**src/verilog/cssr_pkg.sv**
```systemverilog
// Summary of operation
// rising shift edge samples input into MSB
// shift toward LSB, byte after eight
// full byte copied to buffer, full set
// reading receive buffer clears full flag
// overrun sets error flags, buffer kept
// byte moved to buffer raises receive request
// peer stops external clock after eight
// external clock phases at least eight cycles
// enable and buffer load while clock high
// overrun cleared by disable or status write
// shift complete falls half to 1.5 periods later
// transmit disable stops clock, clears flags
// port disable leaves transmitter running
// receive disable resets shifter and flags
// full duplex disables both together
// disable, configure, then enable
// transmit enable sets both transmit flags
// switching to serial may raise requests
// receiver sets all three for ready
// falling edge drives LSB first
// clock select: baud/4 or pin
// buffer write lowers ready, first fall raises
// everything zero after reset; sclk_out, txd_out and peer_ready_out_n reset high
package cssr_pkg;
   // register byte offsets
   localparam logic [7:0] OFS_CTRL = 8'h00;
   localparam logic [7:0] OFS_STAT = 8'h04;
   localparam logic [7:0] OFS_TBUF = 8'h08;
   localparam logic [7:0] OFS_RBUF = 8'h0c;
   localparam logic [7:0] OFS_BRG = 8'h10;
   localparam logic [7:0] OFS_IREQ = 8'h14;
   // control bit positions
   localparam int CR_SRC16 = 0;
   localparam int CR_MODE = 1;
   localparam int CR_CKS = 2;
   localparam int CR_RDYE = 3;
   localparam int CR_TXE = 4;
   localparam int CR_RXE = 5;
   localparam int CR_TIS = 6;
   localparam int CR_SEN = 7;
   // status bit positions
   localparam int SR_TBE = 0;
   localparam int SR_RBF = 1;
   localparam int SR_TSC = 2;
   localparam int SR_OVR = 3;
   localparam int SR_SUM = 6;
   // request bit positions
   localparam int IR_TX = 0;
   localparam int IR_RX = 1;
   // reset values and counts
   localparam logic [7:0] CTRL_RST = 8'h00;
   localparam logic [7:0] BRG_RST = 8'h00;
   localparam logic [3:0] PRE_DIV4 = 4'h3;
   localparam logic [3:0] PRE_DIV16 = 4'hf;
   localparam logic [3:0] BITS_BYTE = 4'h8;
   localparam logic [2:0] RX_LAST = 3'h7;

   typedef enum logic {RUN_IDLE, RUN_SHIFT} cssr_run_t;

   typedef struct packed {
      logic s1;
      logic s2;
   } cssr_sync_t;

   typedef struct packed {
      logic [3:0] pre;
      logic [7:0] cnt;
      logic tick;
   } cssr_brg_t;

   typedef struct packed {
      logic [7:0] ctrl;
      logic [7:0] brg;
      logic [7:0] tbuf;
      logic [7:0] tsr;
      logic [3:0] tcnt;
      logic tbe;
      logic tsc;
      logic [7:0] rbuf;
      logic [7:0] rsr;
      logic [2:0] rcnt;
      logic rbf;
      logic ovr;
      logic sum;
      logic irq_tx;
      logic irq_rx;
      cssr_run_t run;
      logic sclk_o;
      logic sclk_d;
      logic tph;
      logic txd;
      logic rdy_n;
      logic sclk_oe;
      logic txd_oe;
      logic rdy_oe;
      logic pready;
      logic pslverr;
      logic [31:0] prdata;
   } cssr_state_t;
endpackage : cssr_pkg

```
**src/verilog/cssr_sync2.sv**
```systemverilog
`timescale 1ns/1ps
`default_nettype none
module cssr_sync2
   import cssr_pkg::*;
(
   input wire logic pclk,
   input wire logic presetn,
   input wire logic d,
   output logic q
);
   cssr_sync_t s_q;
   cssr_sync_t s_d;

   // second stage alone feeds the logic
   always_comb
   begin
      s_d.s1 = d;
      s_d.s2 = s_q.s1;
   end

   always_ff @(posedge pclk or negedge presetn)
   begin
      if (!presetn)
         s_q <= '0;
      else
         s_q <= s_d;
   end

   assign q = s_q.s2;
endmodule : cssr_sync2
`default_nettype wire

```
**src/verilog/cssr_brg.sv**
```systemverilog
`timescale 1ns/1ps
`default_nettype none
module cssr_brg
   import cssr_pkg::*;
(
   input wire logic pclk,
   input wire logic presetn,
   input wire logic en,
   input wire logic src16,
   input wire logic [7:0] div,
   output logic tick
);
   cssr_brg_t s_q;
   cssr_brg_t s_d;
   logic [3:0] pre_top;

   // prescale by 4 or 16, then by div+1
   always_comb
   begin
      s_d = s_q;
      s_d.tick = 1'b0;
      pre_top = src16 ? PRE_DIV16 : PRE_DIV4;
      if (!en)
      begin
         s_d.pre = 4'h0;
         s_d.cnt = div;
      end
      else if (s_q.pre == pre_top)
      begin
         s_d.pre = 4'h0;
         if (s_q.cnt == 8'h00)
         begin
            s_d.cnt = div;
            s_d.tick = 1'b1;
         end
         else
            s_d.cnt = s_q.cnt - 8'h01;
      end
      else
         s_d.pre = s_q.pre + 4'h1;
   end

   always_ff @(posedge pclk or negedge presetn)
   begin
      if (!presetn)
         s_q <= '0;
      else
         s_q <= s_d;
   end

   assign tick = s_q.tick;
endmodule : cssr_brg
`default_nettype wire

```
**src/verilog/cssr_top.sv**
```systemverilog
// Design decisions made here: the APB register port and the placing of the registers.
`timescale 1ns/1ps
`default_nettype none
module cssr_top
   import cssr_pkg::*;
(
   input wire logic pclk,
   input wire logic presetn,
   input wire logic psel,
   input wire logic penable,
   input wire logic pwrite,
   input wire logic [7:0] paddr,
   input wire logic [31:0] pwdata,
   output logic [31:0] prdata,
   output logic pready,
   output logic pslverr,
   input wire logic sclk_in,
   output logic sclk_out,
   output logic sclk_oe,
   input wire logic rxd_in,
   output logic txd_out,
   output logic txd_oe,
   output logic peer_ready_out_n,
   output logic peer_ready_oe,
   output logic irq_tx,
   output logic irq_rx
);
   cssr_state_t s_q;
   cssr_state_t s_d;
   logic sclk_s;
   logic rxd_s;
   logic tick;
   logic acc;
   logic wr_ok;
   logic rd_ok;
   logic wr_ctrl;
   logic wr_stat;
   logic wr_tbuf;
   logic wr_ireq;
   logic rd_rbuf;
   logic ext;
   logic tx_en;
   logic rx_act;
   logic rise;
   logic fall;
   logic rx_done;
   logic [7:0] rx_new;

   function automatic logic hit(input logic [7:0] a, input logic [7:0] ofs);
      hit = (a == ofs);
   endfunction : hit

   function automatic logic mapped(input logic [7:0] a);
      mapped = hit(a, OFS_CTRL) | hit(a, OFS_STAT) | hit(a, OFS_TBUF) |
               hit(a, OFS_RBUF) | hit(a, OFS_BRG) | hit(a, OFS_IREQ);
   endfunction : mapped

   ////////////////////////////////////////////////////////////////////
   // pin synchronisers and baud divider
   cssr_sync2 u_sync_sclk (
      .pclk(pclk),
      .presetn(presetn),
      .d(sclk_in),
      .q(sclk_s)
   );

   cssr_sync2 u_sync_rxd (
      .pclk(pclk),
      .presetn(presetn),
      .d(rxd_in),
      .q(rxd_s)
   );

   // divider only counts while a byte is clocked out
   cssr_brg u_brg (
      .pclk(pclk),
      .presetn(presetn),
      .en(s_q.run == RUN_SHIFT),
      .src16(s_q.ctrl[CR_SRC16]),
      .div(s_q.brg),
      .tick(tick)
   );

   ////////////////////////////////////////////////////////////////////
   // apb decode: one wait state, writes land on the pready edge
   assign acc = psel & penable & ~s_q.pready;
   assign wr_ok = psel & penable & s_q.pready & pwrite & ~s_q.pslverr;
   assign rd_ok = psel & penable & s_q.pready & ~pwrite & ~s_q.pslverr;
   assign wr_ctrl = wr_ok & hit(paddr, OFS_CTRL);
   assign wr_stat = wr_ok & hit(paddr, OFS_STAT);
   assign wr_tbuf = wr_ok & hit(paddr, OFS_TBUF);
   assign wr_ireq = wr_ok & hit(paddr, OFS_IREQ);
   assign rd_rbuf = rd_ok & hit(paddr, OFS_RBUF);

   // mode decode and shift edges
   assign ext = s_q.ctrl[CR_CKS];
   assign tx_en = s_q.ctrl[CR_TXE];
   assign rx_act = s_q.ctrl[CR_RXE] & s_q.ctrl[CR_SEN];
   // clock source
   always_comb
   begin
      if (ext)
      begin
         rise = sclk_s & ~s_q.sclk_d;
         fall = ~sclk_s & s_q.sclk_d;
      end
      else
      begin
         rise = tick & s_q.tph & ~s_q.sclk_o;
         fall = tick & s_q.tph & s_q.sclk_o;
      end
   end

   // sample into msb
   assign rx_new = {rxd_s, s_q.rsr[7:1]};
   assign rx_done = rx_act & rise & (s_q.rcnt == RX_LAST);

   ////////////////////////////////////////////////////////////////////
   // next-state logic: bus clears first, hardware sets after, except a buffer write clears tbe after the load sets it and rdy_n after a fall sets it
   always_comb
   begin
      s_d = s_q;
      s_d.sclk_d = sclk_s;
      // bus answer
      s_d.pready = acc;
      s_d.pslverr = acc & ~mapped(paddr);
      if (acc)
      begin
         case (1'b1)
            hit(paddr, OFS_CTRL): s_d.prdata = {24'h0, s_q.ctrl};
            hit(paddr, OFS_STAT): s_d.prdata = {25'h0, s_q.sum, 2'h0,
               s_q.ovr, s_q.tsc, s_q.rbf, s_q.tbe};
            hit(paddr, OFS_RBUF): s_d.prdata = {24'h0, s_q.rbuf};
            hit(paddr, OFS_BRG): s_d.prdata = {24'h0, s_q.brg};
            hit(paddr, OFS_IREQ): s_d.prdata = {30'h0, s_q.irq_rx, s_q.irq_tx};
            default: s_d.prdata = 32'h0000_0000;
         endcase
      end
      // read clears full
      if (rd_rbuf)
         s_d.rbf = 1'b0;
      // status write clears overrun
      if (wr_stat)
      begin
         s_d.ovr = 1'b0;
         s_d.sum = 1'b0;
      end
      // request bits are write-one-to-clear
      if (wr_ireq & pwdata[IR_TX])
         s_d.irq_tx = 1'b0;
      if (wr_ireq & pwdata[IR_RX])
         s_d.irq_rx = 1'b0;
      if (wr_ctrl)
         s_d.ctrl = pwdata[7:0];
      if (wr_ok & hit(paddr, OFS_BRG))
         s_d.brg = pwdata[7:0];

      // internal clock: two divider ticks per phase, idles high
      if (!ext && s_q.run == RUN_SHIFT && tick)
      begin
         s_d.tph = ~s_q.tph;
         if (s_q.tph)
            s_d.sclk_o = ~s_q.sclk_o;
      end

      // transmit side; R13 runs whatever the port enable says
      if (!tx_en)
      begin
         // stop and reset transmitter
         s_d.tbe = 1'b0;
         s_d.tsc = 1'b0;
         s_d.tcnt = 4'h0;
         s_d.run = RUN_IDLE;
         s_d.sclk_o = 1'b1;
         s_d.tph = 1'b0;
         if (ext & sclk_s)
            s_d.tsr = 8'h00;
      end
      else
      begin
         // lsb out on falling edge
         if (fall && s_q.tcnt != BITS_BYTE)
         begin
            s_d.txd = s_q.tsr[0];
            s_d.tsr = {1'b0, s_q.tsr[7:1]};
            s_d.tcnt = s_q.tcnt + 4'h1;
            // flag drops at first falling edge
            s_d.tsc = 1'b0;
         end
         // byte ends at the eighth rising edge
         if (rise && s_q.tcnt == BITS_BYTE)
         begin
            s_d.tcnt = 4'h0;
            s_d.tsc = 1'b1;
            if (s_q.ctrl[CR_TIS])
               s_d.irq_tx = 1'b1;
            // internal clock stops unless data waits
            if (s_q.tbe)
               s_d.run = RUN_IDLE;
         end
         // load only while the pin clock is high
         if (!s_q.tbe && s_q.tcnt == 4'h0 && !fall && !rise && (!ext || sclk_s))
         begin
            s_d.tsr = s_q.tbuf;
            s_d.tbe = 1'b1;
            if (!s_q.ctrl[CR_TIS])
               s_d.irq_tx = 1'b1;
            if (!ext)
               s_d.run = RUN_SHIFT;
         end
      end

      // ready released by first falling edge
      if (fall)
         s_d.rdy_n = 1'b1;
      if (wr_tbuf)
      begin
         s_d.tbuf = pwdata[7:0];
         s_d.tbe = 1'b0;
         if (s_q.ctrl[CR_RDYE])
            s_d.rdy_n = 1'b0;
      end

      // receive side
      if (!rx_act)
      begin
         // reset shifter and flags
         s_d.rsr = 8'h00;
         s_d.rcnt = 3'h0;
         s_d.rbf = 1'b0;
         s_d.ovr = 1'b0;
         s_d.sum = 1'b0;
      end
      else if (rise)
      begin
         // shift toward lsb
         s_d.rsr = rx_new;
         s_d.rcnt = s_q.rcnt + 3'h1;
         if (rx_done)
         begin
            if (s_q.rbf & ~rd_rbuf)
            begin
               // overrun keeps old byte
               s_d.ovr = 1'b1;
               s_d.sum = 1'b1;
            end
            else
            begin
               // move byte, then full
               s_d.rbuf = rx_new;
               s_d.rbf = 1'b1;
               // receive request
               s_d.irq_rx = 1'b1;
            end
         end
      end

      if (wr_ctrl)
      begin
         // enabling transmit sets both flags
         if (pwdata[CR_TXE] & ~s_q.ctrl[CR_TXE])
         begin
            s_d.tbe = 1'b1;
            s_d.tsc = 1'b1;
            s_d.irq_tx = 1'b1;
         end
         // switching pins to serial raises requests
         if (pwdata[CR_SEN] & ~s_q.ctrl[CR_SEN])
         begin
            s_d.irq_tx = 1'b1;
            s_d.irq_rx = 1'b1;
         end
      end

      // pins fall back to port function when disabled
      s_d.sclk_oe = s_q.ctrl[CR_SEN] & ~ext;
      s_d.txd_oe = s_q.ctrl[CR_SEN];
      s_d.rdy_oe = s_q.ctrl[CR_SEN] & s_q.ctrl[CR_RDYE];
   end

   // reset state
   always_ff @(posedge pclk or negedge presetn)
   begin
      if (!presetn)
      begin
         s_q <= '0;
         s_q.ctrl <= CTRL_RST;
         s_q.brg <= BRG_RST;
         s_q.run <= RUN_IDLE;
         s_q.sclk_o <= 1'b1;
         s_q.txd <= 1'b1;
         s_q.rdy_n <= 1'b1;
      end
      else
         s_q <= s_d;
   end

   // outputs straight from the state register
   assign prdata = s_q.prdata;
   assign pready = s_q.pready;
   assign pslverr = s_q.pslverr;
   assign sclk_out = s_q.sclk_o;
   assign sclk_oe = s_q.sclk_oe;
   assign txd_out = s_q.txd;
   assign txd_oe = s_q.txd_oe;
   assign peer_ready_out_n = s_q.rdy_n;
   assign peer_ready_oe = s_q.rdy_oe;
   assign irq_tx = s_q.irq_tx;
   assign irq_rx = s_q.irq_rx;
endmodule : cssr_top
`default_nettype wire

```
**config.mk**
```make
export PLATFORM = sky130hd
export DESIGN_NAME = cssr_top
export DESIGN_NICKNAME = d
export VERILOG_FILES = /design/src/verilog/cssr_pkg.sv /design/src/verilog/cssr_sync2.sv /design/src/verilog/cssr_brg.sv /design/src/verilog/cssr_top.sv
export SDC_FILE = /design/constraint.sdc
export NUM_CORES = 1
export LEC_CHECK = 0
export CAP_MARGIN = 20
export CORE_AREA = 5 5 141 143
export CTS_CLUSTER_SIZE = 25
export DETAILED_ROUTE_END_ITERATION = 12
export DIE_AREA = 0 0 146 148
export DONT_BUFFER_PORTS = 1
export HOLD_SLACK_MARGIN = 0.15
export PLACE_DENSITY = 0.45
export SLEW_MARGIN = 10
export SYNTH_ARGS = -nofsm -noshare
export SYNTH_HDL_FRONTEND = slang
export SYNTH_SLANG_ARGS = --single-unit
export TNS_END_PERCENT = 20
```
**constraint.sdc**
```tcl
create_clock -name pclk -period 3.8 [get_ports pclk]
set_clock_uncertainty 0.05 [all_clocks]
set_input_delay 0.19 -clock pclk [delete_from_list [all_inputs] [get_ports pclk]]
set_output_delay 0.19 -clock pclk [all_outputs]
set_load 0.02 [all_outputs]
```
Yosys cells after proc, flatten, opt, wreduce, memory -nomap -nowiden
Cells that the tools add are included.
{"block": "totals", "word_cells": 181, "in_bits": 47, "out_inout_bits": 42, "ff_bits": 122}
{"block": "op_classes", "n_reduce_logical": 21, "bitwise_logic": 48, "mux": 59, "addsub": 4, "eq_ne": 15}
{"op": "two-way mux 32 bit", "count": 2}
{"op": "two-way mux 14 bit", "count": 3}
{"op": "two-way mux 8 bit", "count": 5}
{"op": "two-way mux 1 bit", "count": 35}
{"op": "AND 1 bit", "count": 30}
{"op": "two-way mux 12 bit", "count": 2}
{"op": "== test 8 x 4 -> 1 bit (second input constant)", "count": 2}
{"op": "== test 8 x 5 -> 1 bit (second input constant)", "count": 2}
{"op": "zero test 8 bit", "count": 2}
{"op": "two-way mux 2 bit", "count": 7}
{"op": "inverter 1 bit", "count": 13}
{"op": "two-way mux 4 bit", "count": 3}
{"op": "two-way mux 9 bit", "count": 1}
{"op": "adder 4 x 1 -> 4 bit (second input constant)", "count": 2}
{"op": "== test 8 x 3 -> 1 bit (second input constant)", "count": 1}
{"op": "logical AND 1 bit", "count": 8}
{"op": "subtractor 8 x 1 -> 8 bit (second input constant)", "count": 1}
{"op": "!= test 2 x 1 -> 1 bit (second input constant)", "count": 3}
{"op": "!= test 3 x 1 -> 1 bit (second input constant)", "count": 2}
{"op": "AND reduction 2 bit", "count": 3}
{"op": "bitwise OR 1 bit", "count": 5}
{"op": "== test 4 bit", "count": 1}
{"op": "== test 4 bit (second input constant)", "count": 1}
{"op": "zero test 1 bit", "count": 4}
{"op": "other kinds (9)", "count": 9}

Longest topological paths before layout
{"block": "logic_depth", "ltp_word": 15, "depth_mapped": 7}

Cells and area by module
A second synthesis with hierarchy kept.
{"block": "unflattened", "hier_cells": 457, "area_unflattened_um2": 4969.8}
{"module": "cssr_top", "area_each_um2": 4071.4, "cells_per_inst": 372, "instances": 1, "seq_area_each_um2": 2005.7}
{"module": "cssr_brg", "area_each_um2": 798.3, "cells_per_inst": 81, "instances": 1, "seq_area_each_um2": 325.3}
{"module": "cssr_sync2", "area_each_um2": 50.0, "cells_per_inst": 2, "instances": 2, "seq_area_each_um2": 50.0}

Least setup slack after synthesis
No wires, ideal clock.
{"block": "synth_timing", "path_type": "reg-to-reg", "startpoint": "reg s_q[69] (netlist name)", "endpoint": "reg s_q[73] (netlist name)", "stages_incl_launch_ff": 8, "path_buffers": 0, "setup_ps": 127, "path_slack_ps": 1873, "arrival_time_ps": 1750, "required_time_ps": 3623, "synth_period_minus_slack_ps": 1927, "cell_sequence": "dfrtp_1 -> inv_1 -> ha_1 -> nor4b_1 -> o21ai_0 -> o211a_1 -> a222oi_1 -> inv_1"}
{"block": "synth_between", "elab_chain_cells": 7, "elab_cells_between_ends": 11}
{"element": "start, declared", "line": "cssr_top.sv:28", "rtl": "cssr_state_t s_q;"}
{"element": "zero test 4 bit", "line": "cssr_top.sv:202", "rtl": "if (!s_q.tbe && s_q.tcnt == 4'h0 && !fall && !rise && (!ext || sclk_s))"}
{"element": "logical AND 1 bit (4 in a row)", "line": "cssr_top.sv:202"}
{"element": "!= test 3 x 1 -> 1 bit (no source line) or two-way mux 8 bit (tied branches)"}
{"element": "AND reduction 2 bit (no source line) or two-way mux 14 bit (tied branches)"}
Parallel ways exist; a longest one is shown, timed or not.
A chain may end at the register's enable or synchronous reset.

Worst setup path after layout
{"block": "layout_timing", "startpoint": "reg s_q[69] (netlist name)", "endpoint": "reg s_q[74] (netlist name)"}
Same word-level chain as after synthesis.

==> impl_metrics.env <==
export IMPL_outcome="finished, final reports clean"
export IMPL_clockPowerShare=0.479
export IMPL_grt_max_degree=98
export IMPL_design_area_um2=5400
export IMPL_critPathArrivalTime_ns=2.61
export IMPL_synth_top_area_frac=0.499
export IMPL_p_sw_mw=0.474
export IMPL_place_area_um2=4810
export IMPL_fill_cells=1910
export IMPL_wl_per_cell_um=16.8
export IMPL_layoutNonFillerInstCount=707
export IMPL_power_internal_mw=1.71
export IMPL_placed_cells=667
export IMPL_grt_ovfl_total=0
export IMPL_fp_row_count=50
export IMPL_hold_path_class="input pin to flip-flop"
export IMPL_slew_viol_final=0
export IMPL_netlist_area_um2=4710
export IMPL_nets=520
export IMPL_wl_um=11900
export IMPL_yosys_cell_types_count=55
export IMPL_grt_pass1_wl_um=19000
export IMPL_mostFrequentLayoutCell="dfrtp_1"
export IMPL_p_leak_nw=2.44
export IMPL_grt_use_total=0.111
export IMPL_drive_above_1_share=0.132
export IMPL_syn_area_per_cell_um2=10.4
export IMPL_post_cts_setup_buffers=0
export IMPL_clk_pin_slew_ns=0.07
export IMPL_dr_pass1_iters=6
export IMPL_worstPathRequired_ns=3.98
export IMPL_power_density_nw_per_um2=405
export IMPL_coreArea_um2=18500
export IMPL_synthFlopType="dfrtp_1"
export IMPL_die_x_um=146
export IMPL_crit_type="flip-flop to flip-flop"
export IMPL_cts_tree="yes"
export IMPL_maxSlewHeadroom=0.480
export IMPL_drc_errors=0
export IMPL_fmax_mhz=412
export IMPL_synth_seq_cells=97
export IMPL_p_comb_frac=0.043
export IMPL_synth_edf_count=0
export IMPL_crit_path_end_kind="flip-flop"
export IMPL_viasPerCell=4.78
export IMPL_async_reset_ff_frac=1.00
export IMPL_peakVddDrop_mv=0.244
export IMPL_period_minus_slack_ns=2.43
export IMPL_cts_root_buffer="clkbuf_16"
export IMPL_power_frac_seq=0.478
export IMPL_p_sw_frac=0.217
export IMPL_ant_nets=0
export IMPL_startpoint_type="flip-flop"
export IMPL_worst_pin_slew_ns=0.774
export IMPL_setup_tns_ns=0
export IMPL_synth_top_cell_by_area="dfrtp_1"
export IMPL_dp_hpwl_um=8270
export IMPL_grt_pass1_vias=3366
export IMPL_final_period_utilization=0.639
export IMPL_synth_area_top_cells="dfrtp_1 50%, mux2_2 7.9%, buf_4 5.1%, nand2_1 4.1%, a21oi_1 3.5%"
export IMPL_grt_antenna_before_repair=4
export IMPL_worstSkewPairLatency_ns=0.35
export IMPL_netlist_instances=453
export IMPL_drv_cap=0
export IMPL_rsz0062_at_grt="no"
export IMPL_critPathMaxFanout=8
export IMPL_yosysSeqAreaShare=0.516
export IMPL_final_setup_viol_count=0
export IMPL_die_h_um=148
export IMPL_die_area_um2=21600
export IMPL_yosysWarnings=0
export IMPL_area_growth_pct=14.6
export IMPL_cts_inserted_buffers=9
export IMPL_drt_iter0_markers=237
export IMPL_cts_sinks=97
export IMPL_clockBufferDepth=2
export IMPL_pin_count=89
export IMPL_htree_levels=3
export IMPL_start_util=0.255
export IMPL_vias=3382
export IMPL_layout_common_cells="94 x dfrtp_1, 52 x nand2_1, 33 x a21oi_1, 33 x mux2_2"
export IMPL_place_congestion=0.829
export IMPL_portBuffers=0
export IMPL_hold_viol_final=0
## synth_stat cells (all sizes together) (8+ instances only)
cell and instances:
dfrtp 94, nand2 52, buf 35, a21oi 33, mux2 33, nor2 24
inv 21, o21ai 21, nand3 14, nor3 12, clkbuf 10, nand2b 8
## layout make-up
cell class	count	area (um2)	area share
flip-flops and latches	97	2430	0.450
multi-input cells	312	1990	0.369
well taps	234	293	0.0542
repair buffers	24	253	0.0468
clock buffers	10	229	0.0424
clock inverters	6	114	0.0211
inverters	22	82.6	0.0153
diodes	2	5.00	0.000927
## registers in the layout, indices dropped and copies added (netlist names), 7 cells and up
| name | cells |
|---|---|
| rx_new | 7 |
| prdata | 8 |
| s_q | 53 |
| u_brg.s_q | 12 |
## worst paths after layout
| check | slack (ns) | start | end | cells after the start |
|---|---|---|---|---|
| max | 1.37 | s_q[69]$_DFFE_PN0P_ | s_q[74]$_DFFE_PN0P_ | 7 |
| min | 0.18 | pwrite | s_q[47]$_DFF_PN0_ | 3 |
| max reg2reg | 1.37 | s_q[69]$_DFFE_PN0P_ | s_q[74]$_DFFE_PN0P_ | 7 |
| min reg2reg | 0.30 | u_sync_sclk.s_d[0]$_DFF_PN0_ | u_sync_sclk.q$_DFF_PN0_ | 0 |
| max in group asynchronous | 2.88 | presetn | peer_ready_out_n$_DFF_PN1_ | 2 |
| min in group asynchronous | 0.36 | presetn | s_q[59]$_DFFE_PN0P_ | 2 |
## power by group through the flow
| stage | Clock [mW] | Combinational (mW) | Sequential [mW] |
|---|---|---|---|
| floorplan | 0 | 0.0624 | 1.06 |
| global placement | 0 | 0.0438 | 1.06 |
| detailed placement | 0 | 0.0438 | 1.06 |
| CTS | 1.08 | 0.0942 | 1.04 |
| global route | 1.12 | 0.104 | 1.04 |
| finish | 1.05 | 0.0939 | 1.04 |
## metrics by stage
stage	hold slack (ns)	util	total power [mW]	setup slack (ns)
after detailed placement	-0.150	0.261	1.11	1.43
after global placement	-0.150	0.261	1.11	1.47
after CTS	0.165	0.292	2.22	1.40
final	0.177	0.293	2.18	1.37
after global routing	0.189	0.293	2.27	1.10
after floorplan	-0.156	-	1.12	1.87
## kinds of logic after synthesis
group           synth area share
compound gates             0.128
xor+xnor                  0.0112
simple gates               0.161
other cells             0.000796
buf+inv                   0.0794
mux                       0.0852
flops                      0.516
fa+ha+maj                 0.0186
## routing by layer
layer  GRT usage  part of all wire  vias to the layer above
met3      0.0386             0.071                       13
met5           0            0.0020                        -
met1       0.154              0.49                     1687
met4      0.0310             0.012                        4
li1            -                 -                     1588
met2       0.166              0.43                       90
## critical path, stage by stage, from the launching register on
cell	delay, ns
dfrtp_1	0.41
inv_1	0.07
ha_1	0.16
nor4b_1	0.45
o21ai_0	0.40
o211a_1	0.42
a222oi_1	0.27
inv_1	0.07
## timing repair
action                                 in CTS  in global routing
endpoints found under the hold margin     134                  0
hold buffers                               22                  0
gates resized for setup                     0                  0
No activity file was read; power rests on OpenSTA's default activity.
